File: config.mk
export PLATFORM = sky130hd
export DESIGN_NAME = nvs_host
export DESIGN_NICKNAME = d
export VERILOG_FILES = /design/src/nvs_pkg.sv /design/src/nvs_host.sv
export SDC_FILE = /design/constraint.sdc
export NUM_CORES = 1
export LEC_CHECK = 0
export BUFFER_PORTS_ARGS = -buffer_cell sky130_fd_sc_hd__buf_4
export CAP_MARGIN = 20
export CORE_MARGIN = 2
export CORE_UTILIZATION = 30
export DETAILED_ROUTE_END_ITERATION = 10
export MAX_ROUTING_LAYER = met4
export RECOVER_POWER = 50
export SLEW_MARGIN = 15
export SYNTH_ARGS = -nofsm -noshare
export SYNTH_HDL_FRONTEND = slang
export SYNTH_SLANG_ARGS = --single-unit
File: constraint.sdc
create_clock -name sys_clk_in -period 7.5 [get_ports sys_clk_in]
set_input_delay 0.375 -clock sys_clk_in [delete_from_list [all_inputs] [get_ports sys_clk_in]]
set_output_delay 0.375 -clock sys_clk_in [all_outputs]
set_load 0.01 [all_outputs]
File: src/nvs_pkg.sv
// Purpose: Shared constants and types for the battery-backed SRAM host controller
// Assumes: 20 MHz system clock, byte-wide asynchronous SRAM on the far side
// Notes:   Times are kept in their printed units; cycle counts derive from them
package nvs_pkg;

  // ****************************************************************
  // Clock and timing
  // ****************************************************************
  localparam int CLK_PERIOD_NS        = 50;
  localparam int WRITE_CYCLE_NS       = 70;
  localparam int WRITE_PULSE_NS       = 50;
  localparam int SELECT_PULSE_NS      = 55;
  localparam int ADDR_SETUP_END_NS    = 60;
  localparam int DATA_SETUP_NS        = 30;
  localparam int DATA_HOLD_NS         = 5;
  localparam int READ_ACCESS_NS       = 70;
  localparam int STROBE_TO_FLOAT_NS   = 25;
  localparam int RECOVERY_MAX_MS      = 200;

  function automatic int ns_to_cycles_min(input int ns);
    int c;
    c = (ns + CLK_PERIOD_NS - 1) / CLK_PERIOD_NS;
    return (c < 1) ? 1 : c;
  endfunction : ns_to_cycles_min

  // Strobe low width covers pulse, select width and address-to-end setup
  localparam int STROBE_NS_MAX = (SELECT_PULSE_NS > ADDR_SETUP_END_NS) ?
                                 SELECT_PULSE_NS : ADDR_SETUP_END_NS;
  localparam int STROBE_CYCLES  = ns_to_cycles_min(STROBE_NS_MAX);
  localparam int HOLD_CYCLES    = ns_to_cycles_min(DATA_HOLD_NS);
  localparam int READ_CYCLES    = ns_to_cycles_min(READ_ACCESS_NS);
  localparam int FLOAT_CYCLES   = ns_to_cycles_min(STROBE_TO_FLOAT_NS);
  localparam int CYCLE_CYCLES   = ns_to_cycles_min(WRITE_CYCLE_NS);
  // Host waits the full maximum recovery before touching the device
  localparam int RECOVERY_CYCLES = RECOVERY_MAX_MS * 1000 * (1000 / CLK_PERIOD_NS);
  localparam int TIMER_W        = 24;

  // ****************************************************************
  // Widths
  // ****************************************************************
  localparam int ADDR_W = 15;
  localparam int DATA_W = 8;

  // ****************************************************************
  // Types
  // ****************************************************************
  typedef struct packed {
    logic              write;
    logic [ADDR_W-1:0] byte_address;
    logic [DATA_W-1:0] data;
  } nvs_req_type;

  typedef struct packed {
    logic              chip_select_n;
    logic              write_strobe_n;
    logic              output_enable_n;
    logic [ADDR_W-1:0] byte_address;
    logic [DATA_W-1:0] data_bus_out;
    logic              data_bus_oe;
  } nvs_pins_type;

  localparam nvs_pins_type PINS_IDLE = '{
    chip_select_n:   1'b1,
    write_strobe_n:  1'b1,
    output_enable_n: 1'b1,
    byte_address:    15'h0000,
    data_bus_out:    8'h00,
    data_bus_oe:     1'b0
  };

  typedef enum logic [6:0] {
    ST_LOCK   = 7'b000_0001,
    ST_IDLE   = 7'b000_0010,
    ST_WSETUP = 7'b000_0100,
    ST_WSTRB  = 7'b000_1000,
    ST_WHOLD  = 7'b001_0000,
    ST_READ   = 7'b010_0000,
    ST_GAP    = 7'b100_0000
  } nvs_state_type;

endpackage : nvs_pkg

File: src/nvs_host.sv
// Purpose: Host controller driving a battery-backed byte-wide SRAM by its pins
// Assumes: Device is asynchronous; power_good_in comes from a supply monitor pin
// Notes:   One access at a time; requests are held off while locked out
//
// Contract
// Device writes while write strobe and chip select are both low.
// Write starts at the later falling edge of strobe or select.
// Write ends and commits at the earlier rising strobe or select edge.
// Host holds the address stable across the whole write.
// Host raises select or strobe and holds address before the next cycle.
// Host holds write data valid before and after the terminating edge.
// Host meets write cycle time and strobe and select low widths.
// Host keeps output enable high during writes.
// Device floats driven outputs shortly after the write strobe falls.
// Select and strobe falling together keep outputs floating all cycle.
// On power fail the device blocks writes and ignores inputs.
// Power failure mid-write may corrupt only the byte being written.
// Fast supply fall may delay deselect by up to the stated time.
// After recovery the device ignores inputs for the recovery interval.
// Host keeps chip select high while the supply rises.
// Select and output enable low with strobe high reads the byte.
// Power-good low or recovery running means the device is deselected.
`timescale 1ns/10ps
`default_nettype none

module nvs_host
  import nvs_pkg::*;
#(
  parameter int RECOVERY_COUNT = RECOVERY_CYCLES
) (
  // Clock and reset
  input  wire logic              sys_clk_in,
  input  wire logic              rst_in,
  // Supply monitor
  input  wire logic              power_good_in,
  // User request
  input  wire nvs_req_type       req_in,
  input  wire logic              req_valid_in,
  output var  logic              req_ready_out,
  output var  logic [DATA_W-1:0] rd_data_out,
  output var  logic              rd_valid_out,
  // Device pins
  output var  logic              chip_select_n_out,
  output var  logic              write_strobe_n_out,
  output var  logic              output_enable_n_out,
  output var  logic [ADDR_W-1:0] byte_address_out,
  output var  logic [DATA_W-1:0] data_bus_out,
  output var  logic              data_bus_oe_out,
  input  wire logic [DATA_W-1:0] data_bus_in
);

  // ****************************************************************
  // Power-good synchroniser
  // ****************************************************************
  logic [2:0] pg_sync;
  logic       pg_stable;
  logic       next_pg_stable;

  always_comb begin
    next_pg_stable = pg_stable;
    if (pg_sync[1] == pg_sync[2]) begin
      next_pg_stable = pg_sync[2];
    end
  end

  always_ff @(posedge sys_clk_in or posedge rst_in) begin
    if (rst_in) begin
      pg_sync   <= 3'b000;
      pg_stable <= 1'b0;
    end else begin
      pg_sync   <= {pg_sync[1:0], power_good_in};
      pg_stable <= next_pg_stable;
    end
  end

  // ****************************************************************
  // Data bus input sampling for reads
  // ****************************************************************
  logic [DATA_W-1:0] dq_s1;
  logic [DATA_W-1:0] dq_s2;
  logic [DATA_W-1:0] dq_s3;

  always_ff @(posedge sys_clk_in or posedge rst_in) begin
    if (rst_in) begin
      dq_s1 <= 8'h00;
      dq_s2 <= 8'h00;
      dq_s3 <= 8'h00;
    end else begin
      dq_s1 <= data_bus_in;
      dq_s2 <= dq_s1;
      dq_s3 <= dq_s2;
    end
  end

  // ****************************************************************
  // Access sequencer
  // ****************************************************************
  nvs_state_type     state;
  nvs_state_type     next_state;
  logic [TIMER_W-1:0] timer;
  logic [TIMER_W-1:0] next_timer;
  nvs_pins_type      pins;
  nvs_pins_type      next_pins;
  logic              ready;
  logic              next_ready;
  logic [DATA_W-1:0] rd_data;
  logic [DATA_W-1:0] next_rd_data;
  logic              rd_valid;
  logic              next_rd_valid;
  logic              timer_done;

  assign timer_done = (timer == '0);

  always_comb begin
    next_state    = state;
    next_timer    = timer_done ? timer : timer - 1'b1;
    next_pins     = pins;
    next_ready    = 1'b0;
    next_rd_data  = rd_data;
    next_rd_valid = 1'b0;
    unique case (state)
      ST_LOCK: begin
        next_pins = PINS_IDLE;
        if (!pg_stable) begin
          next_timer = TIMER_W'(RECOVERY_COUNT);
        end else if (timer_done) begin
          next_state = ST_IDLE;
          next_ready = 1'b1;
        end
      end
      ST_IDLE: begin
        next_ready = 1'b1;
        if (req_valid_in && ready) begin
          next_ready              = 1'b0;
          next_pins.byte_address  = req_in.byte_address;
          next_pins.output_enable_n = 1'b1;
          if (req_in.write) begin
            next_pins.data_bus_out = req_in.data;
            next_pins.data_bus_oe  = 1'b1;
            next_state             = ST_WSETUP;
          end else begin
            next_pins.chip_select_n   = 1'b0;
            next_pins.output_enable_n = 1'b0;
            next_timer                = TIMER_W'(READ_CYCLES + 2);
            next_state                = ST_READ;
          end
        end
      end
      ST_WSETUP: begin
        // Select and strobe fall together so outputs never turn on
        next_pins.chip_select_n  = 1'b0;
        next_pins.write_strobe_n = 1'b0;
        next_timer               = TIMER_W'(STROBE_CYCLES - 1);
        next_state               = ST_WSTRB;
      end
      ST_WSTRB: begin
        if (timer_done) begin
          next_pins.write_strobe_n = 1'b1;
          next_pins.chip_select_n  = 1'b1;
          next_timer               = TIMER_W'(HOLD_CYCLES - 1);
          next_state               = ST_WHOLD;
        end
      end
      ST_WHOLD: begin
        if (timer_done) begin
          next_pins.data_bus_oe = 1'b0;
          next_timer            = TIMER_W'(CYCLE_CYCLES - 1);
          next_state            = ST_GAP;
        end
      end
      ST_READ: begin
        if (timer_done) begin
          next_rd_data              = dq_s3;
          next_rd_valid             = 1'b1;
          next_pins.chip_select_n   = 1'b1;
          next_pins.output_enable_n = 1'b1;
          next_timer                = TIMER_W'(FLOAT_CYCLES - 1);
          next_state                = ST_GAP;
        end
      end
      ST_GAP: begin
        // Address stays put after the rising edge before the next cycle
        if (timer_done) begin
          next_state = ST_IDLE;
          next_ready = 1'b1;
        end
      end
      default: begin
        next_state = ST_LOCK;
        next_pins  = PINS_IDLE;
      end
    endcase
    // Supply loss abandons any access and releases the bus
    if (!pg_stable) begin
      next_state = ST_LOCK;
      next_pins  = PINS_IDLE;
      next_ready = 1'b0;
      next_timer = TIMER_W'(RECOVERY_COUNT);
    end
  end

  always_ff @(posedge sys_clk_in or posedge rst_in) begin
    if (rst_in) begin
      state    <= ST_LOCK;
      timer    <= '0;
      pins     <= PINS_IDLE;
      ready    <= 1'b0;
      rd_data  <= 8'h00;
      rd_valid <= 1'b0;
    end else begin
      state    <= next_state;
      timer    <= next_timer;
      pins     <= next_pins;
      ready    <= next_ready;
      rd_data  <= next_rd_data;
      rd_valid <= next_rd_valid;
    end
  end

  // ****************************************************************
  // Outputs
  // ****************************************************************
  assign req_ready_out       = ready;
  assign rd_data_out         = rd_data;
  assign rd_valid_out        = rd_valid;
  assign chip_select_n_out   = pins.chip_select_n;
  assign write_strobe_n_out  = pins.write_strobe_n;
  assign output_enable_n_out = pins.output_enable_n;
  assign byte_address_out    = pins.byte_address;
  assign data_bus_out        = pins.data_bus_out;
  assign data_bus_oe_out     = pins.data_bus_oe;

endmodule : nvs_host

`default_nettype wire

After elaboration in Yosys (flattened, before gate mapping)
Index checks and enable logic that the tools add are counted.
W data, S select, Z words.
{ "op_classes": {"n_addsub": 1, "eq_ne": 21, "n_mux": 33, "n_reduce_logical": 18} }
{ "op_table": {"columns": ["op", "count"], "rows": [
  ["$mux W24", 6],
  ["$pmux W24 S4", 1],
  ["$pmux W23 S2", 1],
  ["$mux W7", 5],
  ["$pmux W7 S5", 1],
  ["$mux W27", 1],
  ["$mux W25", 1],
  ["$logic_not A24 Y1", 1],
  ["$sub A24 B1 Y24 const B", 1],
  ["$ne A3 B3 Y1 const B", 6],
  ["$reduce_or A4 Y1", 3],
  ["$ne A2 B2 Y1 const B", 5],
  ["$mux W1", 9],
  ["$mux W9", 1],
  ["$pmux W1 S3", 3],
  ["$reduce_and A4 Y1", 2],
  ["$reduce_or A2 Y1", 4],
  ["$eq A7 B1 Y1 const B", 1],
  ["$eq A7 B2 Y1 const B", 1],
  ["$eq A7 B3 Y1 const B", 1],
  ["$eq A7 B4 Y1 const B", 1],
  ["$eq A7 B5 Y1 const B", 1],
  ["$eq A7 B6 Y1 const B", 1],
  ["$eq A7 B7 Y1 const B", 1],
  ["11 further kinds", 15]
]} }
{ "totals": {"ff_bits": 96, "in_bits": 36, "output_inout_bits": 37, "word_cells": 89} }

Depth between registers and ports, before layout
Gate-level depths: netlist of run 1.
{ "depth": {"word_depth": 6, "mapped_depth": 10, "mapped_depth_nobuf": 10} }

Worst setup path after synthesis of run 1
No wires, ideal clock.
{ "synth_path": {"path_kind": "flip-flop to flip-flop", "from": "reg timer[11]", "to": "reg timer[0]", "setup_time_ps": 65, "arrival_time_ps": 2386, "required_time_ps": 7435, "slack_ps": 5049, "path_stages_with_launch": 9, "n_path_buf": 1, "cell_sequence": "dfrtp_1 > or4_1 > or4_1 > buf_6 > nor2_8 > inv_4 > ha_1 > o311ai_0 > o21a_1"} }
{ "synth_via": {"elab_chain_cells": 6} }
{ "synth_rtl": {"columns": ["element", "line", "text"], "rows": [
  ["from (decl)", "nvs_host.sv:100", "logic [TIMER_W-1:0] timer;"],
  ["from (signal assigned)", "nvs_host.sv:212", "timer <= next_timer;"],
  ["$logic_not A24 Y1 *", "nvs_host.sv:112", "assign timer_done = (timer == '0);"],
  ["$mux W24", "nvs_host.sv:116", "next_timer = timer_done ? timer : timer - 1'b1;"],
  ["$mux W24", "nvs_host.sv:137", "if (req_in.write) begin"],
  ["$mux W24", "nvs_host.sv:133", "if (req_valid_in && ready) begin"],
  ["$pmux W24 S4 *", "nvs_host.sv:121", "unique case (state)"],
  ["$mux W24 *", "nvs_host.sv:194", "if (!pg_stable) begin"],
  ["net next_timer[0]", "nvs_host.sv:101", "logic [TIMER_W-1:0] next_timer;"]
]} }
The timed path passes the listed nets; every way through them passes the cells marked *.
A chain may end at the register's enable or synchronous reset.

Worst setup path after layout of run 1
{ "layout_path": {"from": "reg pg_stable", "to": "reg pins, in the netlist data_bus_out[5]"} }
{ "layout_via": {"elab_chain_cells": 2} }
{ "layout_rtl": {"columns": ["element", "line", "text"], "rows": [
  ["from (decl)", "nvs_host.sv:56", "logic pg_stable;"],
  ["from (signal assigned)", "nvs_host.sv:72", "pg_stable <= next_pg_stable;"],
  ["$ne A3 B3 Y1 (no source line) or $ne A2 B2 Y1 (tied branches)", null, null],
  ["$reduce_and A3 Y1 (no source line)", null, null],
  ["to (signal assigned)", "nvs_host.sv:213", "pins <= next_pins;"],
  ["to (decl)", "nvs_host.sv:102", "nvs_pins_type pins;"]
]} }
Several ways; a longest one is shown, not always the timed one.

==> results of run 1 <==
## flip-flops by register name, summed over array words and instances (netlist names), 7 cells and up
signal            cells
byte_address_out     15
data_bus_out          8
dq_s1                 8
dq_s2                 8
dq_s3                 8
rd_data_out           8
state                 7
timer                24
## stage by stage
stage               power, mW  hold WS, ns  setup WS (ns)
floorplan              0.7930       0.3312          4.626
global placement       0.8648       0.3313          4.763
detailed placement     0.8720       0.3347          4.708
CTS                     1.378     0.004447          4.691
global route            1.426       0.1429          3.926
finish                  1.360       0.1603          4.268
## worst paths after layout
check	start	to	cells after the start
max	pg_stable	data_bus_out[5]	6
min	data_bus_in[5]	dq_s1[5]	1
max reg2reg	pg_stable	data_bus_out[5]	6
min reg2reg	dq_s2[6]	dq_s3[6]	0
max in group asynchronous	rst_in	rd_data_out[1]	3
min in group asynchronous	rst_in	dq_s1[5]	2
## per-layer routing
layer  share of wire  vias up  track usage
li1                -     1436            -
met1            0.45     1468       0.1606
met2            0.48       94       0.2044
met3           0.055       15      0.03524
met4           0.017        0      0.04670
met5               0        -            -
## cell families after synthesis
logic type / count (synthesis) / share of synthesized area
and+or+nand+nor: 133 / 0.1743
DFF: 96 / 0.5821
AOI/OAI and AO/OA: 80 / 0.1250
muxes: 11 / 0.02995
adders and majority gates: 5 / 0.01452
xor gates and xnor gates: 23 / 0.04871
buffers and inverters: 23 / 0.02541
## power by group
part,leakage [nW],internal (mW),total [mW],switching (mW)
clock,0.161,0.304,0.501,0.197
combinational,0.776,0.105,0.247,0.143
sequential,1.21,0.563,0.611,0.0486
total,2.15,0.972,1.36,0.388
## placed cells by master (no fill, tap or decap), types with 8 or more instances in the layout
| cell | n |
|---|---|
| dfrtp_1 | 92 |
| nand2_1 | 41 |
| clkbuf_1 | 36 |
| o21ai_0 | 34 |
| nor2_1 | 29 |
| buf_4 | 29 |
| xnor2_1 | 13 |
| mux2_2 | 11 |
| xor2_1 | 10 |
| clkbuf_4 | 10 |
| a22o_1 | 9 |
| clkbuf_16 | 9 |
| nor3_1 | 8 |
| a21oi_1 | 8 |
## area by class of cell
cell class              count  area (um2)
repair buffers             74       424.2
inverters                   4       18.77
clock inverters             5       86.33
fillers                  1364        8325
multi-input cells         252        1623
well taps                 176       220.2
flip-flops and latches     96        2407
clock buffers              11       242.7
## worst register-to-register path, stage by stage, from the launching register on
cell and delay (ns):
dfrtp_1 0.33, clkbuf_1 0.82, nand2b_1 0.18, nor4_1 0.41
and3_1 0.69, and4_1 0.55, a22o_1 0.20
==> summary.md, run 1 <==
| Metric | Value |
|---|---|
| Net count after synthesis | 411 |
| Setup Skew | 0.006736 ns |
| Global-route wire length before repair | 14550 um |
| Fraction of registers with async set/reset | 1.000 |
| DR vias/cell | 4.875 |
| DR vias | 3013 |
| Syn avg cell area | 11.15 um2 |
| Setup TNS | 0 ns |
| YS warnings | 0 |
| WL final | 8830 um |
| Clk slew on worst S/H paths | 0.07 ns |
| Synthesized instance count | 371 |
| Htree depth | 3 |
| Placed Area | 0.004825 mm2 |
| PwrDens | 270.7 mW/mm2 |
| CP max-delay cell | clkbuf_1 |
| Number of max-cap violations | 0 |
| Layout cells sized above 1 | 0.1878 |
| Clock Path Buffers | 2 |
| Drt pass-1 iters | 4 |
| Seq/Total Area, Yosys | 0.5821 |
| Minimum clock period | 3.233 ns |
| Non-Filler Instances | 618 |
| RSZ-0062 raised after global routing | false |
| Delay-heaviest family, CP | simple AND/OR/NAND/NOR gates |
| Kind of critical path | flip-flop to flip-flop |
| Worst Path Required | 7.79 ns |
| Congestion Overflow GR | 0 |
| Worst-path cell chain | clkbuf_1, nand2b_1, nor4_1, and3_1, and4_1, a22o_1 |
| Cell area after layout | 0.005022 mm2 |
| Startpoint Class | flip-flop |
| Gpl congestion | 0.8582 |
| Worst vdd ir | 0.1089 mV |
| Total routing usage reported by global routing | 0.1296 |
| Period utilization | 0.4310 |
| Die area | 0.01474 mm2 |
| R2R setup slack | 4.27 ns |
| Max Freq | 309.4 MHz |
| EDFF count, synth | 0 |
| Synth area leaders | dfrtp_1, o21ai_0, nand2_1, mux2_2, xnor2_1 |
| Antenna Cells | 0 |
| Largest net degree at the start of global routing | 75 |
| Row cnt | 42 |
| Num CTS Buffers | 9 |
| Number of port buffers | 72 |
| Top post-synthesis cells by count | dfrtp_1, nand2_1, o21ai_0, nor2_1, clkbuf_1 |
| TritonCTS sink count | 96 |
| Die W | 121.4 um |
| Core Util, Final | 0.3763 |
| Worst hold path class | input port to flip-flop |
| Final ANT Viol Nets | 0 |
| Biggest area consumer among synthesized cells | dfrtp_1 |
| Inst Count DP | 602 |
| Hpwl dp | 6146 um |
| CTS tree | yes |
| Die height | 121.4 um |
| Critical path buffers and inverters | 1 |
| Vias in the first global route | 3027 |
| I/O Pins | 73 |
| Synth Cell Area | 0.004135 mm2 |
| Fin nets | 477 |
| Post-synth top area share | 0.5567 |
| Top FF cell, synth | dfrtp_1 |
| Worst slew pin tran | 1.123 ns |
| Nature of the critical path endpoint | flip-flop |
| DR WL/cell | 14.29 um |
| Rel. slew slack | 0.2511 |
| Initial core utilization | 0.3098 |
| Final Max Tran Viols | 0 |
| Core area | 0.01335 mm2 |
| Clk_lat worst skew | 0.35 ns |
| PostCTS Resize Cnt | 0 |
| CTS Hold Bufs | 0 |
| Most frequent cell after synthesis | dfrtp_1 |
| Syn-to-layout area delta | 21.45% |
| Setup-failing EPs final | 0 |
| Status | complete, no violations |
| Post-CTS setup buffer count | 0 |
| Final Hold Fails | 0 |
| Initial antenna violation count | 0 |
| 1st-iter DRT viols | 152 |
| Crit Path Max Fanout | 25 |
| Yosys cell types | 55 |
| # DRC | 0 |
| WP data arrival | 3.52 ns |
| Lkg Pwr | 2.150 nW |
| Clock root buffer | clkbuf_16 |
| Max stage delay on crit path | 0.82 ns |
| Yosys reg bits | 96 |
(Power assumes the default switching activity.)
==> run 2, diff against run 1 <==
==> constraint.sdc (replaced) <==
create_clock -name sys_clk_in -period 3.1 [get_ports sys_clk_in]
set_input_delay 0.155 -clock sys_clk_in [delete_from_list [all_inputs] [get_ports sys_clk_in]]
set_output_delay 0.155 -clock sys_clk_in [all_outputs]
set_load 0.01 [all_outputs]
==> run 2 against run 1 <==
- the run now ends with max-capacitance violations, max-slew violations left
- cell area increased by 2.4%
- register-to-register slack got worse by 4.0 ns
- total power increased by 140%
- sequential power increased by 140%
- core utilization increased by 0.89 points
- cell count increased by 2.1%
- non-clock buffer count increased by 14
- count of clock-buffer cells in the layout decreased by 2
- via count increased by 0.53%
- combinational power increased by 150%
- clock skew increased by 0.0045 ns
- worst setup slack got worse by 4.0 ns
- critical path type unchanged
- highest routed layer unchanged
==> summary.md, run 2 (synthesis results as in run 1) <==
| Metric | Value |
|---|---|
| Status | finished, violations left |
| Violated checks | max-capacitance violations, max-slew violations |
| Htree depth | 3 |
| Clock root buffer | clkbuf_16 |
| Post-CTS setup buffer count | 0 |
| Setup TNS | 0 ns |
| Largest register FFs | 24 |
| Clk_lat worst skew | 0.35 ns |
| Met3 usage | 0.03759 |
| 1st-iter DRT viols | 186 |
| Die W | 121.4 um |
| Setup Skew | 0.01128 ns |
| Worst hold path class | input port to flip-flop |
| Top Usage Layer GRT | met2 |
| WL final | 8913 um |
| DR vias | 3029 |
| Kind of critical path | flip-flop to flip-flop |
| # DRC | 0 |
| I/O Pins | 73 |
| Clock Power Share | 0.363 |
| Period utilization | 0.9058 |
| Biggest register | timer |
| Fin nets | 491 |
| Max Freq | 356.1 MHz |
| Core area | 0.01335 mm2 |
| R2R setup slack | 0.29 ns |
| CP max-delay cell | or4_1 |
| Core Util, Final | 0.3852 |
| Worst vdd ir | 0.3065 mV |
| Drt pass-1 iters | 4 |
| Cell area after layout | 0.005141 mm2 |
| Crit Path Max Fanout | 10 |
| Global-route wire length before repair | 15010 um |
| RR Startpoint | timer[18] |
| Most frequent cells in the layout | dfrtp_1, nand2_1, clkbuf_1 |
| Seq pwr share | 0.451 |
| Max stage delay on crit path | 0.72 ns |
| Placed Area | 0.004867 mm2 |
| Final Max Tran Viols | 40 |
| Initial antenna violation count | 0 |
| Worst-path cell chain | or4_1, or4_1, nor2_8, inv_4, o211ai_2, and4_1, a22o_1 |
| Clock Path Buffers | 2 |
| WP data arrival | 3.09 ns |
| Psw | 936.4 uW |
| Met2 Use GR | 0.2135 |
| Comb power frac | 0.186 |
| R2R depth | 7 |
| DR vias/cell | 4.800 |
| Die area | 0.01474 mm2 |
| Sw Share | 0.2860 |
| Initial core utilization | 0.3098 |
| CTS Hold Bufs | 10 |
| Die height | 121.4 um |
| Lkg Pwr | 2.205 nW |
| Total routing usage reported by global routing | 0.1327 |
| Rel. slew slack | -0.06988 |
| Met1 Track Usage GR | 0.1606 |
| Final ANT Viol Nets | 0 |
| Final hold slack | 0.02942 ns |
| Gpl congestion | 0.8252 |
| Startpoint Class | flip-flop |
| Minimum clock period | 2.808 ns |
| Largest net degree at the start of global routing | 59 |
| Final Hold Fails | 0 |
| RSZ-0062 raised after global routing | false |
| PwrDens | 636.8 mW/mm2 |
| Layout cells sized above 1 | 0.1912 |
| Worst slew pin tran | 1.596 ns |
| Setup-failing EPs final | 0 |
| Internal power | 2.338 mW |
| Vias in the first global route | 3119 |
| Number of port buffers | 72 |
| Row cnt | 42 |
| Crit path to | data_bus_out[7] |
| Hpwl dp | 6171 um |
| Syn-to-layout area delta | 24.33% |
| CTS tree | yes |
| Nature of the critical path endpoint | flip-flop |
| Crit-path most repeated cell | or4_1 |
| TritonCTS sink count | 96 |
| PostCTS Resize Cnt | 0 |
| Terminus of the critical flop-to-flop path | data_bus_out[7] |
| Clk slew on worst S/H paths | 0.07 ns |
| Commonest non-fill, non-tap cell in the layout | dfrtp_1 |
| Congestion Overflow GR | 0 |
| Number of max-cap violations | 1 |
| DR WL/cell | 14.13 um |
| Worst setup startpoint | timer[18] |
| Worst Path Required | 3.38 ns |
| Num CTS Buffers | 9 |
| Antenna Cells | 0 |
-- run 2: changes by cell type in the layout (fill, tap and decap cells not counted) --
cell and delta:
clkbuf_4 +1, clkbuf_8 -1, clkinv_2 +1, buf_4 +3, inv_8 +1, dlygate4sd3_1 +10, clkinv_4 -1, inv_6 -1
clkbuf_1 -1, clkinvlp_4 +1
-- run 2: routing by layer --
| metal | up-vias | wire length [um] |
|---|---|---|
| met5 | - | 0 |
| met4 | 0 | 98 |
| met3 | 9 | 417 |
| met2 | 74 | 4370 |
| met1 | 1485 | 4027 |
| li1 | 1461 | - |
-- run 2: area by class of cell --
class                   instances  area (um2)
clock buffers                   9       225.2
clock inverters                 6       92.59
fillers                      1340        8207
inverters                       4       18.77
multi-input cells             252        1623
flip-flops and latches         96        2407
well taps                     176       220.2
repair buffers                 88       554.3
-- run 2: worst max-delay path: cells and delay by family, from the launching register on --
kind | cells | cell delay, ns
AOI/OAI and AO/OA | 2 | 0.29
buffers and inverters | 1 | 0.08
DFF | 1 | 0.40
and+or+nand+nor | 4 | 1.98
-- run 2: worst min path at each step --
stage	cells after the start	endpoint	slack (ns)	from
6_report	2	data_bus_out[2]	0.03	req_in[2]
5_1_grt	2	data_bus_out[2]	0.02	req_in[2]
4_1_cts	2	data_bus_out[2]	0.02	req_in[2]
3_5_place_dp	2	dq_s2[5]	0.27	rst_in
3_3_place_gp	2	dq_s2[0]	0.26	rst_in
2_1_floorplan	0	dq_s1[0]	0.19	data_bus_in[0]
-- run 2: power groups by stage --
stage	combinational, mW	clock (mW)	sequential (mW)
floorplan	0.465	0	1.45
global placement	0.605	0	1.50
detailed placement	0.618	0	1.50
CTS	0.630	1.22	1.48
global route	0.682	1.27	1.50
finish	0.608	1.19	1.48
-- run 2: stage by stage --
step           worst slack [ns]  total power [mW]  cells
5_1_grt                  0.1238             3.450    631
3_3_place_gp             0.3661             2.103    606
2_1_floorplan            0.4462             1.919    371
6_report                 0.2919             3.274    631
3_5_place_dp             0.2715             2.117    606
4_1_cts                  0.2585             3.325    631
